`config.mk`:
```
export PLATFORM = sky130hd
export DESIGN_NAME = bls_supervisor
export DESIGN_NICKNAME = d
export VERILOG_FILES = /design/src/rtl/bls_pkg.sv /design/src/rtl/bls_flash.sv /design/src/rtl/bls_supervisor.sv
export SDC_FILE = /design/constraint.sdc
export NUM_CORES = 1
export LEC_CHECK = 0
export BUFFER_PORTS_ARGS = -buffer_cell sky130_fd_sc_hd__clkbuf_2
export CAP_MARGIN = 25
export CORE_ASPECT_RATIO = 1.5
export CORE_UTILIZATION = 69
export CTS_BUF_LIST = sky130_fd_sc_hd__clkbuf_4 sky130_fd_sc_hd__clkbuf_8
export DETAILED_ROUTE_END_ITERATION = 12
export PLACE_DENSITY = 0.95
export SLEW_MARGIN = 10
export SYNTH_ARGS = -nofsm -noshare
export SYNTH_HDL_FRONTEND = slang
export SYNTH_SLANG_ARGS = --single-unit
```
`constraint.sdc`:
```
create_clock -name i_sys_clk -period 3.75 [get_ports i_sys_clk]
set_input_delay 0.1875 -clock i_sys_clk [delete_from_list [all_inputs] [get_ports i_sys_clk]]
set_output_delay 0.1875 -clock i_sys_clk [all_outputs]
set_load 0.03 [all_outputs]
```
`src/rtl/bls_pkg.sv`:
```
// Package: constants, states and carriers for the burner lockout supervisor
`default_nettype none
package bls_pkg;
  // ****************************************************************
  // Timing
  // ****************************************************************
  localparam int unsigned CLK_HZ            = 50_000_000;
  localparam int unsigned TICK_MS           = 1;
  localparam int unsigned TICK_CYCLES       = CLK_HZ / 1000 * TICK_MS;
  localparam int unsigned POWERUP_MS        = 2500;
  localparam int unsigned HOLD_MS           = 3000;
  localparam int unsigned SAFETY_MS         = 5000;
  localparam int unsigned CODE_GAP_MS       = 10000;
  localparam int unsigned FLASH_ON_MS       = 600;
  localparam int unsigned FLASH_OFF_MS      = 1200;
  localparam int unsigned PREP_MS           = 15000;

  // ****************************************************************
  // Lockout causes
  // ****************************************************************
  localparam logic [1:0] CAUSE_NONE   = 2'h0;
  localparam logic [1:0] CAUSE_FLAME  = 2'h1;
  localparam logic [1:0] CAUSE_MANUAL = 2'h2;
  localparam logic [1:0] CAUSE_RESET  = CAUSE_NONE;
  localparam logic [2:0] FLASHES_FLAME  = 3'h4;
  localparam logic [2:0] FLASHES_MANUAL = 3'h2;

  // Supervisor states
  typedef enum logic [6:0] {
    ST_POWERUP  = 7'h01,
    ST_IDLE     = 7'h02,
    ST_PREP     = 7'h04,
    ST_SAFETY   = 7'h08,
    ST_RUN      = 7'h10,
    ST_UVLO     = 7'h20,
    ST_LOCKOUT  = 7'h40
  } bls_state_type;

  // Mains supervision inputs
  typedef struct packed {
    logic above_start;
    logic below_lock;
  } bls_mains_type;

  // Non-volatile store port
  typedef struct packed {
    logic       wr;
    logic [1:0] cause;
  } bls_nv_type;
endpackage : bls_pkg
`default_nettype wire

```
`src/rtl/bls_flash.sv`:
```
// Lockout lamp flash-code generator
`default_nettype none
module bls_flash #(
  parameter int unsigned GAP_TICKS = bls_pkg::CODE_GAP_MS,
  parameter int unsigned ON_TICKS  = bls_pkg::FLASH_ON_MS,
  parameter int unsigned OFF_TICKS = bls_pkg::FLASH_OFF_MS
) (
  // Clock and reset
  input  wire logic       i_sys_clk,
  input  wire logic       i_rst_n,
  // Control
  input  wire logic       i_tick,
  input  wire logic       i_enable,
  input  wire logic [2:0] i_flashes,
  // Lamp
  output logic            o_lamp
);
  initial
  begin
    if (GAP_TICKS < 1 || ON_TICKS < 1 || OFF_TICKS < 1 ||
        GAP_TICKS > 65535 || ON_TICKS > 65535 || OFF_TICKS > 65535)
      $error("bls_flash: tick counts must be at least one");
  end

  logic [15:0] cnt_reg;
  logic [2:0]  left_reg;
  logic        dark_reg;
  logic        lit_reg;

  // ****************************************************************
  // Steady light broken every gap by a counted burst of dark pulses
  // ****************************************************************
  always_ff @(posedge i_sys_clk)
  begin
    if (!i_rst_n || !i_enable)
    begin
      cnt_reg  <= 16'h0000;
      left_reg <= 3'h0;
      dark_reg <= 1'b0;
      lit_reg  <= 1'b0;
    end
    else if (i_tick)
    begin
      lit_reg <= 1'b1;
      cnt_reg <= cnt_reg + 16'h0001;
      if (left_reg == 3'h0)
      begin
        dark_reg <= 1'b0;
        if (cnt_reg >= 16'(GAP_TICKS - 1))
        begin
          cnt_reg  <= 16'h0000;
          left_reg <= i_flashes;
          dark_reg <= (i_flashes != 3'h0);
        end
      end
      else if (dark_reg && cnt_reg >= 16'(ON_TICKS - 1))
      begin
        cnt_reg  <= 16'h0000;
        dark_reg <= 1'b0;
        left_reg <= left_reg - 3'h1;
      end
      else if (!dark_reg && cnt_reg >= 16'(OFF_TICKS - 1))
      begin
        cnt_reg  <= 16'h0000;
        dark_reg <= 1'b1;
      end
    end
  end

  // Lamp lit except during dark pulses; registered
  always_ff @(posedge i_sys_clk)
  begin
    if (!i_rst_n)
      o_lamp <= 1'b0;
    else
      o_lamp <= i_enable & lit_reg & ~dark_reg;
  end
endmodule // bls_flash
`default_nettype wire

```
`src/rtl/bls_supervisor.sv`:
```
// Burner lockout supervisor: start inhibit, undervoltage, flame and button lockout
//
// Overview of operation
// No start-up begins unless mains is reported above the start threshold; the flame-loss restart from ST_RUN into ST_PREP does not check it.
// Mains below the lockout threshold during start-up or running forces lockout.
// After undervoltage lockout, restart automatically once mains is above threshold.
// Fault lockout holds and shows its cause until internal or external reset.
// Stored cause survives power loss; lockout re-entered about 2.5 s after power-up.
// No flame at end of safety interval of a start attempt gives lockout.
// Flame loss in running gives one restart; repeated failure locks out.
// Installation must command a shutdown at least once every 24 hours.
// Remote terminal input performs the same reset and lockout as the button.
// A press during lockout clears it and launches a fresh start-up.
// Button held over 3 s in start-up or running, then released, gives lockout.
// Lockout lamp stays lit, broken every 10 s by a cause flash code.
// Mains status comes as two synchronous digital flags from analog detection.
// Cause is written to non-volatile store on lockout and read at power-up.
`default_nettype none
module bls_supervisor #(
  parameter int unsigned TICK_CYCLES = bls_pkg::TICK_CYCLES,
  parameter int unsigned POWERUP_T   = bls_pkg::POWERUP_MS,
  parameter int unsigned HOLD_T      = bls_pkg::HOLD_MS,
  parameter int unsigned SAFETY_T    = bls_pkg::SAFETY_MS,
  parameter int unsigned PREP_T      = bls_pkg::PREP_MS,
  parameter int unsigned GAP_T       = bls_pkg::CODE_GAP_MS,
  parameter int unsigned ON_T        = bls_pkg::FLASH_ON_MS,
  parameter int unsigned OFF_T       = bls_pkg::FLASH_OFF_MS
) (
  // Clock and reset
  input  wire logic                   i_sys_clk,
  input  wire logic                   i_rst_n,
  // Mains supervision flags
  input  wire bls_pkg::bls_mains_type i_mains,
  // Heat demand, flame and buttons
  input  wire logic                   i_demand,
  input  wire logic                   i_flame,
  input  wire logic                   i_button,
  input  wire logic                   i_external_reset_lockout_button,
  // Non-volatile cause store
  input  wire logic [1:0]             i_nv_cause,
  output bls_pkg::bls_nv_type         o_nv,
  // Burner outputs
  output logic                        o_valve,
  output logic                        o_ignition,
  output logic                        o_alarm,
  output logic                        o_lamp,
  output logic [1:0]                  o_cause
);
  initial
  begin
    if (TICK_CYCLES < 2 || TICK_CYCLES > 65535 || SAFETY_T < 1 || PREP_T < 1 ||
        HOLD_T < 1 || POWERUP_T < 1 || POWERUP_T > 65535 || PREP_T > 65535 ||
        SAFETY_T > 65535 || HOLD_T > 65535)
      $error("bls_supervisor: timing parameters out of range");
  end

  bls_pkg::bls_state_type state_reg;
  logic [15:0] div_reg;
  logic        tick;
  logic [15:0] tmr_reg;
  logic [15:0] hold_reg;
  logic        btn_reg;
  logic        held_reg;
  logic        retry_reg;
  logic [1:0]  cause_reg;
  logic        press_rel;
  logic        manual_lock;
  logic        btn;
  logic [2:0]  flashes;

  // ****************************************************************
  // Timebase
  // ****************************************************************
  // Millisecond enable keeps all second-scale counters to 16 bits
  always_ff @(posedge i_sys_clk)
  begin
    if (!i_rst_n || div_reg == 16'(TICK_CYCLES - 1))
      div_reg <= 16'h0000;
    else
      div_reg <= div_reg + 16'h0001;
  end
  assign tick = (div_reg == 16'(TICK_CYCLES - 1));

  // ****************************************************************
  // Button handling
  // ****************************************************************
  // remote terminal merged
  assign btn = i_button | i_external_reset_lockout_button;

  // Hold time measured in ms; saturates so a very long hold still counts
  always_ff @(posedge i_sys_clk)
  begin
    if (!i_rst_n)
    begin
      btn_reg  <= 1'b0;
      hold_reg <= 16'h0000;
      held_reg <= 1'b0;
    end
    else
    begin
      btn_reg <= btn;
      if (!btn)
      begin
        hold_reg <= 16'h0000;
        held_reg <= 1'b0;
      end
      else if (tick && !held_reg)
      begin
        hold_reg <= hold_reg + 16'h0001;
        // over hold time
        if (hold_reg >= 16'(HOLD_T))
          held_reg <= 1'b1;
      end
    end
  end
  assign press_rel   = btn_reg & ~btn;
  assign manual_lock = press_rel & held_reg;

  // ****************************************************************
  // Sequencer
  // ****************************************************************
  always_ff @(posedge i_sys_clk)
  begin
    if (!i_rst_n)
    begin
      state_reg <= bls_pkg::ST_POWERUP;
      tmr_reg   <= 16'h0000;
      retry_reg <= 1'b0;
      cause_reg <= bls_pkg::CAUSE_NONE;
      o_nv      <= '0;
    end
    else
    begin
      o_nv.wr <= 1'b0;
      if (tick)
        tmr_reg <= tmr_reg + 16'h0001;
      case (state_reg)
        bls_pkg::ST_POWERUP:
        begin
          // delayed re-entry of stored lockout
          // cause read back
          if (tick && tmr_reg >= 16'(POWERUP_T - 1))
          begin
            tmr_reg   <= 16'h0000;
            cause_reg <= i_nv_cause;
            state_reg <= (i_nv_cause != bls_pkg::CAUSE_NONE) ?
                         bls_pkg::ST_LOCKOUT : bls_pkg::ST_IDLE;
          end
        end
        bls_pkg::ST_IDLE:
        begin
          tmr_reg <= 16'h0000;
          // mains flags taken as synchronous levels
          // start inhibit
          if (i_demand && i_mains.above_start && !i_mains.below_lock)
            state_reg <= bls_pkg::ST_PREP;
        end
        bls_pkg::ST_PREP, bls_pkg::ST_SAFETY, bls_pkg::ST_RUN:
        begin
          // undervoltage lockout
          if (i_mains.below_lock)
            state_reg <= bls_pkg::ST_UVLO;
          // manual lockout on release
          else if (manual_lock)
          begin
            state_reg <= bls_pkg::ST_LOCKOUT;
            cause_reg <= bls_pkg::CAUSE_MANUAL;
            o_nv      <= {1'b1, bls_pkg::CAUSE_MANUAL};
          end
          else if (!i_demand)
          begin
            state_reg <= bls_pkg::ST_IDLE;
            retry_reg <= 1'b0;
          end
          else if (state_reg == bls_pkg::ST_PREP)
          begin
            if (tick && tmr_reg >= 16'(PREP_T - 1))
            begin
              tmr_reg   <= 16'h0000;
              state_reg <= bls_pkg::ST_SAFETY;
            end
          end
          else if (state_reg == bls_pkg::ST_SAFETY)
          begin
            // flame check at safety end
            if (tick && tmr_reg >= 16'(SAFETY_T - 1))
            begin
              tmr_reg <= 16'h0000;
              if (i_flame)
              begin
                state_reg <= bls_pkg::ST_RUN;
              end
              else
              begin
                state_reg <= bls_pkg::ST_LOCKOUT;
                cause_reg <= bls_pkg::CAUSE_FLAME;
                o_nv      <= {1'b1, bls_pkg::CAUSE_FLAME};
              end
            end
          end
          else
          begin
            // one restart after flame loss
            tmr_reg <= 16'h0000;
            if (!i_flame)
            begin
              if (retry_reg)
              begin
                state_reg <= bls_pkg::ST_LOCKOUT;
                cause_reg <= bls_pkg::CAUSE_FLAME;
                o_nv      <= {1'b1, bls_pkg::CAUSE_FLAME};
              end
              else
              begin
                retry_reg <= 1'b1;
                state_reg <= bls_pkg::ST_PREP;
              end
            end
          end
        end
        bls_pkg::ST_UVLO:
        begin
          // automatic restart, no reset needed
          tmr_reg   <= 16'h0000;
          retry_reg <= 1'b0;
          if (i_mains.above_start && !i_mains.below_lock)
            state_reg <= bls_pkg::ST_IDLE;
        end
        bls_pkg::ST_LOCKOUT:
        begin
          // held until reset press
          // press clears and restarts
          tmr_reg   <= 16'h0000;
          retry_reg <= 1'b0;
          if (press_rel)
          begin
            state_reg <= bls_pkg::ST_IDLE;
            cause_reg <= bls_pkg::CAUSE_NONE;
            o_nv      <= {1'b1, bls_pkg::CAUSE_RESET};
          end
        end
        default:
          state_reg <= bls_pkg::ST_POWERUP;
      endcase
    end
  end

  // ****************************************************************
  // Outputs
  // ****************************************************************
  // Ignition only during the safety interval; valve open there and in running
  always_ff @(posedge i_sys_clk)
  begin
    if (!i_rst_n)
    begin
      o_valve    <= 1'b0;
      o_ignition <= 1'b0;
      o_alarm    <= 1'b0;
      o_cause    <= bls_pkg::CAUSE_NONE;
    end
    else
    begin
      o_valve    <= (state_reg == bls_pkg::ST_SAFETY) || (state_reg == bls_pkg::ST_RUN);
      o_ignition <= (state_reg == bls_pkg::ST_SAFETY);
      o_alarm    <= (state_reg == bls_pkg::ST_LOCKOUT);
      o_cause    <= cause_reg;
    end
  end

  assign flashes = (cause_reg == bls_pkg::CAUSE_MANUAL) ?
                   bls_pkg::FLASHES_MANUAL : bls_pkg::FLASHES_FLAME;

  // lamp with periodic cause code
  bls_flash #(
    .GAP_TICKS (GAP_T),
    .ON_TICKS  (ON_T),
    .OFF_TICKS (OFF_T)
  ) u_flash (
    .i_sys_clk (i_sys_clk),
    .i_rst_n   (i_rst_n),
    .i_tick    (tick),
    .i_enable  (state_reg == bls_pkg::ST_LOCKOUT),
    .i_flashes (flashes),
    .o_lamp    (o_lamp)
  );
endmodule // bls_supervisor
`default_nettype wire

```
==> metrics.md, run 1 <==
| Metric | Value |
|---|---|
| Worst reg-to-reg path cell count | 8 |
| Min Tclk post-route | roughly 2700 ps |
| Static leakage | 1.81 nW |
| Main area contributors after synthesis | dfxtp_1, nor2_1, xnor2_1 |
| CP max stage cell | o311ai_4 |
| Fill cell count | 444 |
| Hpwl dp | 7.74 mm |
| NetSw | between 400 and 500 µW |
| Initial antenna violation count | 0 |
| Synth top area share | 0.378 |
| Adder-cell area share of the yosys netlist | 0.0184 |
| Die X | 69.9 µm |
| Largest area contributor in the netlist | dfxtp_1 |
| Slowest stage delay, CP | 650 ps |
| Library cells used by synthesis | 72 |
| P_int | 1.45 mW |
| Outcome | complete, no violations |
| Nets@finish | between 600 and 700 |
| Area of the core | between 6000 and 7000 µm² |
| Die area | 7260 µm² |
| Non-filler cells, final | 669 |
| Largest family of logic cells by synthesized area | simple AND/OR/NAND/NOR gates |
| Post-synth EDFFs | 0 |
| Sw Ratio | 0.231 |
| CTS tree | done |
| Synthesized flop and latch total | 90 |
| R2r setup slk | 1060 ps |
| Rel. slew slack | 0.431 |
| Flop pwr share | 0.516 |
| H-Tree Level Count | 3 |
| IO buf count | 18 |
| Hold depth | 3 |
| Worst slack at placement | 1160 ps |
| Worst R2R Start | div_reg[0]$_SDFF_PP0_ |
| MaxCap Viol Count | 0 |
| Avg Vias per Cell | roughly 6.5 |
| Mapped Area | 4770 µm² |
| Mapped Cells | 578 |
| Total track usage | 0.317 |
| Synthesized area per cell | 8.26 µm² |
| Resized Gates After CTS | 0 |
| Final setup viols | 0 |
| CP max FO | 16 |
| Sequential fraction of the synthesis area | 0.378 |
| Post-Synth XOR/XNOR Area | 0.101 |
| Slew @ Worst Pin | 845 ps |
| Reg-to-Reg End | tmr_reg[8]$_SDFF_PN0_ |
| Gpl congestion | a little under 1 |
| Synth warn | 0 |
| Fin crit share | 0.717 |
| Ys flop type | dfxtp_1 |
| Final Hold Vio Count | 0 |
| Final setup skew | 9.75 ps |
| Top-count cell post-synth | dfxtp_1 |
| Worst Hold Class | primary input to register |
| Placed cells | 653 |
| # diodes | 0 |
| Syn nets | 595 |
| Crit-path cells | ha_1, and3_1, nand4_1, buf_4, a211oi_1, o21ai_0, o311ai_4, nor2_1 |
| Clock root buffer | clkbuf_8 |
| Fin. max-slew vios | 0 |
| Routed len/inst | 16.5 µm |
| Cell Rows | 36 |
| Fraction of registers with async set/reset | 0 |
| Logic pwr share | 0.053 |
| DRC marker count from the first detailed-route iteration | 259 |
| Arrival @ worst endpoint | 2920 ps |
| Vias post-DR | 4343 |
| Residual DRC count | 0 |
| Post-synth top cells | dfxtp_1, nor2_1, nand2_1, xnor2_1, o21ai_0 |
| Pre-Repair DR Iteration Count | 6 |
| Final wirelength | 11.0 mm |
| Crit end category | register |
| Min-Delay Startpoint | i_flame |
| Layout cells sized above 1 | 0.106 |
| Routed Antenna Nets | 0 |
| Power per cell area | 367 nW/µm² |
| Clock power share | 0.432 |
| Startpoint types | register |
| Mux share of post-synthesis cell area | 0.00655 |
| RSZ-0062 raised after global routing | no |
| Clock Pin Slew Worst Setup and Hold Paths | 90 ps |
| Fmax | about 370 MHz |
| Peak supply drop | 0.233 mV |
| Setup Buffers After CTS | 0 |
| Setup TNS | 0 ps |
| Compound-Gate Fraction of Synth Area | 0.151 |
| Worst setup margin | 1060 ps |
| CP Class | register to register |
| Initial Util | 0.726 |
| Post-Synth Simple-Gate Area | 0.305 |
| Largest net degree at the start of global routing | 20 |
| # hold bufs at CTS | 0 |
| WHS | 202 ps |
| Vias in the first global route | 4144 |
| CTS Buf Count | 9 |
| Die Ht | 104 µm |
| Area after DPL | 4890 µm² |
| Hold EP | state_reg[4]$_SDFFE_PN0P_ |
| First-pass GRT wire length | between 15 and 20 mm |
| Total clock sinks | 90 |
| Clk_lat worst skew | 370 ps |
| Area growth from synthesis to layout | 7.52% |
| Req. time, crit path | 3980 ps |
| I/O pins | 19 |
| Clk buf depth | 2 |
| Grt total ovfl | 0 |
| Design area | 5130 µm² |
[per-stage QoR]
stage          utilization  power, mW
2_1_floorplan            -       1.07
3_3_place_gp         0.741       1.09
3_5_place_dp         0.743       1.09
4_1_cts              0.780       1.89
5_1_grt              0.780       1.94
6_report             0.780       1.89
[critical path: cells and delay by family (launching register included)]
family | cells | cell delay [ps]
buffers and inverters | 1 | 220
AOI/OAI and AO/OA | 3 | 1200
DFF | 1 | 370
adders and majority gates | 1 | 240
and+or+nand+nor | 3 | 520
[worst max path at each step]
stage / startpoint / to / slack, ps
after floorplan: u_flash.cnt_reg[0]$_SDFFE_PP0N_ / u_flash.cnt_reg[14]$_SDFFE_PP0N_ / 1610
after global placement: state_reg[3]$_SDFFE_PN0P_ / tmr_reg[2]$_SDFF_PN0_ / 1290
after detailed placement: div_reg[0]$_SDFF_PP0_ / tmr_reg[8]$_SDFF_PN0_ / 1160
after CTS: div_reg[0]$_SDFF_PP0_ / tmr_reg[8]$_SDFF_PN0_ / 1050
after global routing: div_reg[0]$_SDFF_PP0_ / tmr_reg[7]$_SDFF_PN0_ / 910
final: div_reg[0]$_SDFF_PP0_ / tmr_reg[8]$_SDFF_PN0_ / 1060
[cell families (layout without fill, tap and decap cells)]
group | after synthesis | in the layout
and+or+nand+nor | 270 | 270
buffers and inverters | 47 | 62
adders and majority gates | 7 | 7
AOI/OAI and AO/OA | 106 | 106
xor gates and xnor gates | 55 | 55
DFF | 90 | 90
muxes | 3 | 3
[power by group through the flow]
stage	combinational, mW	clock, mW	sequential [mW]
after floorplan	0.0773	0	0.988
after global placement	0.0952	0	0.993
after detailed placement	0.0978	0	0.993
after CTS	0.0977	0.816	0.971
after global routing	0.108	0.859	0.973
final	0.0998	0.813	0.972
[routing by layer]
metal / vias to the layer above / share of wire / GRT usage
met4: 0 / 0.045 / 0.174
li1: 2070 / - / -
met3: 43 / 0.051 / 0.0649
met2: 189 / 0.51 / 0.567
met5: - / 0 / 0
met1: 2041 / 0.39 / 0.341
[placed cells by master, fill, tap and decap left out, types with 4 or more instances in the layout]
cell type and n:
nor3_2 6, dfxtp_1 90, a211oi_1 8, a31oi_1 7, clkbuf_2 18, or3_1 8
xnor2_1 31, nand3_1 23, inv_1 25, nor3_1 18, and3_1 10, nand2_1 52
nand2b_1 6, nor2_1 89, a21oi_1 17, clkbuf_8 9, o211ai_1 4, nand4_1 12
o21ai_0 30, or4_1 4, ha_1 7, xor2_1 24, nor4_1 8
[final cells by class]
| class | count | area (µm²) | area share |
|---|---|---|---|
| Multi-Input combinational cell | 441 | 2780 | 0.542 |
| Timing Repair Buffer | 21 | 116 | 0.0227 |
| Tap cell | 76 | 95.1 | 0.0185 |
| Inverter | 25 | 93.8 | 0.0183 |
| Sequential cell | 90 | 1800 | 0.351 |
| Clock buffer | 10 | 131 | 0.0256 |
| Clock inverter | 6 | 114 | 0.0222 |
(Power assumes the default switching activity.)
==> inputs of run 2 (changes only) <==
CORE_UTILIZATION = 58   (was 69)
PLACE_DENSITY = 0.87   (was 0.95)
clock period = 2.4 ns   (was 3.75 ns; I/O delays follow)
==> run 2 against run 1 <==
Effect of this change:
- die area is 18% higher
- critical endpoint is now hold_reg[5]$_SDFFE_PN0P_
- largest cell class unchanged
- setup slack worse by 940 ps
- clock-buffer cell count up 1
- sequential power increased by 55%
- via count rose by 1.4%
- utilization shrank 11 points
- clock power up 20%
- worst hold slack worse by 110 ps
==> metrics.md, run 2 (synthesized netlist as in run 1, its figures left out) <==
| Metric | Value |
|---|---|
| Min-Delay Startpoint | i_mains[0] |
| Final setup skew | around 13 ps |
| CTS Buf Count | 9 |
| Reg area | 1800 µm² |
| Peak supply drop | ~0.35 mV |
| Largest net degree at the start of global routing | 17 |
| Outcome | complete, no violations |
| Avg Vias per Cell | 6.07 |
| CP Class | register to register |
| Final setup viols | 0 |
| # diodes | 0 |
| Slowest stage delay, CP | 650 ps |
| Vias post-DR | 4404 |
| Vias in the first global route | 4235 |
| Min Tclk post-route | around 2300 ps |
| Crit-path cells | ha_1, and3_1, nand4_4, or4b_4, or3_1, a21oi_1 |
| Worst Hold Class | primary input to register |
| Most frequent cells in the layout | dfxtp_1, nor2_1, nand2_1, xnor2_1 |
| Clock root buffer | clkbuf_8 |
| Residual DRC count | 0 |
| Gpl congestion | 0.967 |
| Clock Pin Slew Worst Setup and Hold Paths | approximately 90 ps |
| Cell Rows | 40 |
| Critical path origin | div_reg[0]$_SDFF_PP0_ |
| I/O pins | 19 |
| Setup TNS | 0 ps |
| Multi-input combinational cell area | 2840 µm² |
| Routed Antenna Nets | 0 |
| Die X | 76.1 µm |
| Fmax | 439 MHz |
| Routed len/inst | 16.0 µm |
| Clk buf depth | 2 |
| H-Tree Level Count | 3 |
| Power per cell area | 499 nW/µm² |
| CTS tree | done |
| Crit end category | register |
| Final wirelength | 11.6 mm |
| DRC marker count from the first detailed-route iteration | 300 |
| Total track usage | 0.279 |
| Final Hold Vio Count | 0 |
| Die Ht | 113 µm |
| Total clock sinks | 90 |
| Area growth from synthesis to layout | 12.9% |
| Worst R2R Start | div_reg[0]$_SDFF_PP0_ |
| Fin. max-slew vios | 0 |
| Startpoint types | register |
| Fill cell count | 655 |
| MaxCap Viol Count | 0 |
| Static leakage | 1.90 nW |
| R2r setup slk | 120 ps |
| Layout cells sized above 1 | 0.164 |
| Commonest non-fill, non-tap cell in the layout | dfxtp_1 |
| Fin crit share | 0.949 |
| CP max FO | 9 |
| First-pass GRT wire length | 19.3 mm |
| Grt total ovfl | 0 |
| Die area | 8600 µm² |
| Slew @ Worst Pin | between 500 and 600 ps |
| Hpwl dp | 8.22 mm |
| Pre-Repair DR Iteration Count | 5 |
| Rel. slew slack | 0.633 |
| CP max stage cell | or4b_4 |
| RSZ-0062 raised after global routing | no |
| Nets@finish | 633 |
| WHS | 91.2 ps |
| Initial antenna violation count | 0 |
| Area of the core | 8010 µm² |
| # hold bufs at CTS | 0 |
| Req. time, crit path | 2700 ps |
| Clk_lat worst skew | roughly 370 ps |
| IO buf count | 18 |
| Arrival @ worst endpoint | 2580 ps |
| Initial Util | 0.596 |
[run 2: cell types whose count changed in the layout (fill, tap and decap cells not counted), sizes merged]
cell,delta
buf,+28
clkinv,+1
bufinv,-3
clkbuf,+1
clkinvlp,+1
[run 2: cell type report]
| cell class | count | share of cell area |
|---|---|---|
| inverters | 25 | 0.0174 |
| multi-input cells | 441 | 0.528 |
| clock inverters | 5 | 0.00697 |
| flip-flops and latches | 90 | 0.334 |
| clock buffers | 11 | 0.0269 |
| well taps | 105 | 0.0244 |
| repair buffers | 49 | 0.0622 |
[run 2: power breakdown]
part | switching (mW) | leakage [nW] | internal, mW
Combinational | 0.111 | 1.09 | 0.0856
Sequential | 0.0123 | 0.726 | 1.50
Clock | 0.556 | 0.0894 | 0.420
Total | 0.680 | 1.90 | 2.01
[run 2: final timing paths]
path | to | depth (start not counted)
max | hold_reg[5]$_SDFFE_PN0P_ | 6
min | state_reg[5]$_SDFFE_PN0P_ | 3
max reg2reg | hold_reg[5]$_SDFFE_PN0P_ | 6
min reg2reg | o_nv[0]$_SDFFE_PN0P_ | 2
[run 2: per-stage QoR]
step	power, mW	instances	util	setup WS [ps]	area (µm²)
final	2.69	726	0.673	122	5390
after global placement	1.74	708	0.640	26.1	5130
after floorplan	1.66	578	-	255	4770
after detailed placement	1.74	709	0.641	-12.0	5130
after CTS	2.70	725	0.665	65.7	5330
after global routing	2.77	726	0.673	8.65	5390
[run 2: what timing repair did]
item / in CTS / in global routing
gates resized for setup: 3 / 11
gates cloned: 0 / 0
endpoints found under the setup margin: 4 / 40
buffers inserted: 0 / 1
pin swaps: 0 / 1
[run 2: critical path, delay by kind of cell (launching register included)]
kind,cells,cell delay [ps]
and+or+nand+nor,4,1500
DFF,1,380
AOI/OAI and AO/OA,1,160
adders and majority gates,1,180
[run 2: per-layer routing]
metal  global-route usage  wire (µm)  vias up
met5                    0          0        -
met2                0.504       6040      145
met3               0.0419        488       45
met4                0.182        476        0
li1                     -          -     2123
met1                0.303       4580     2091
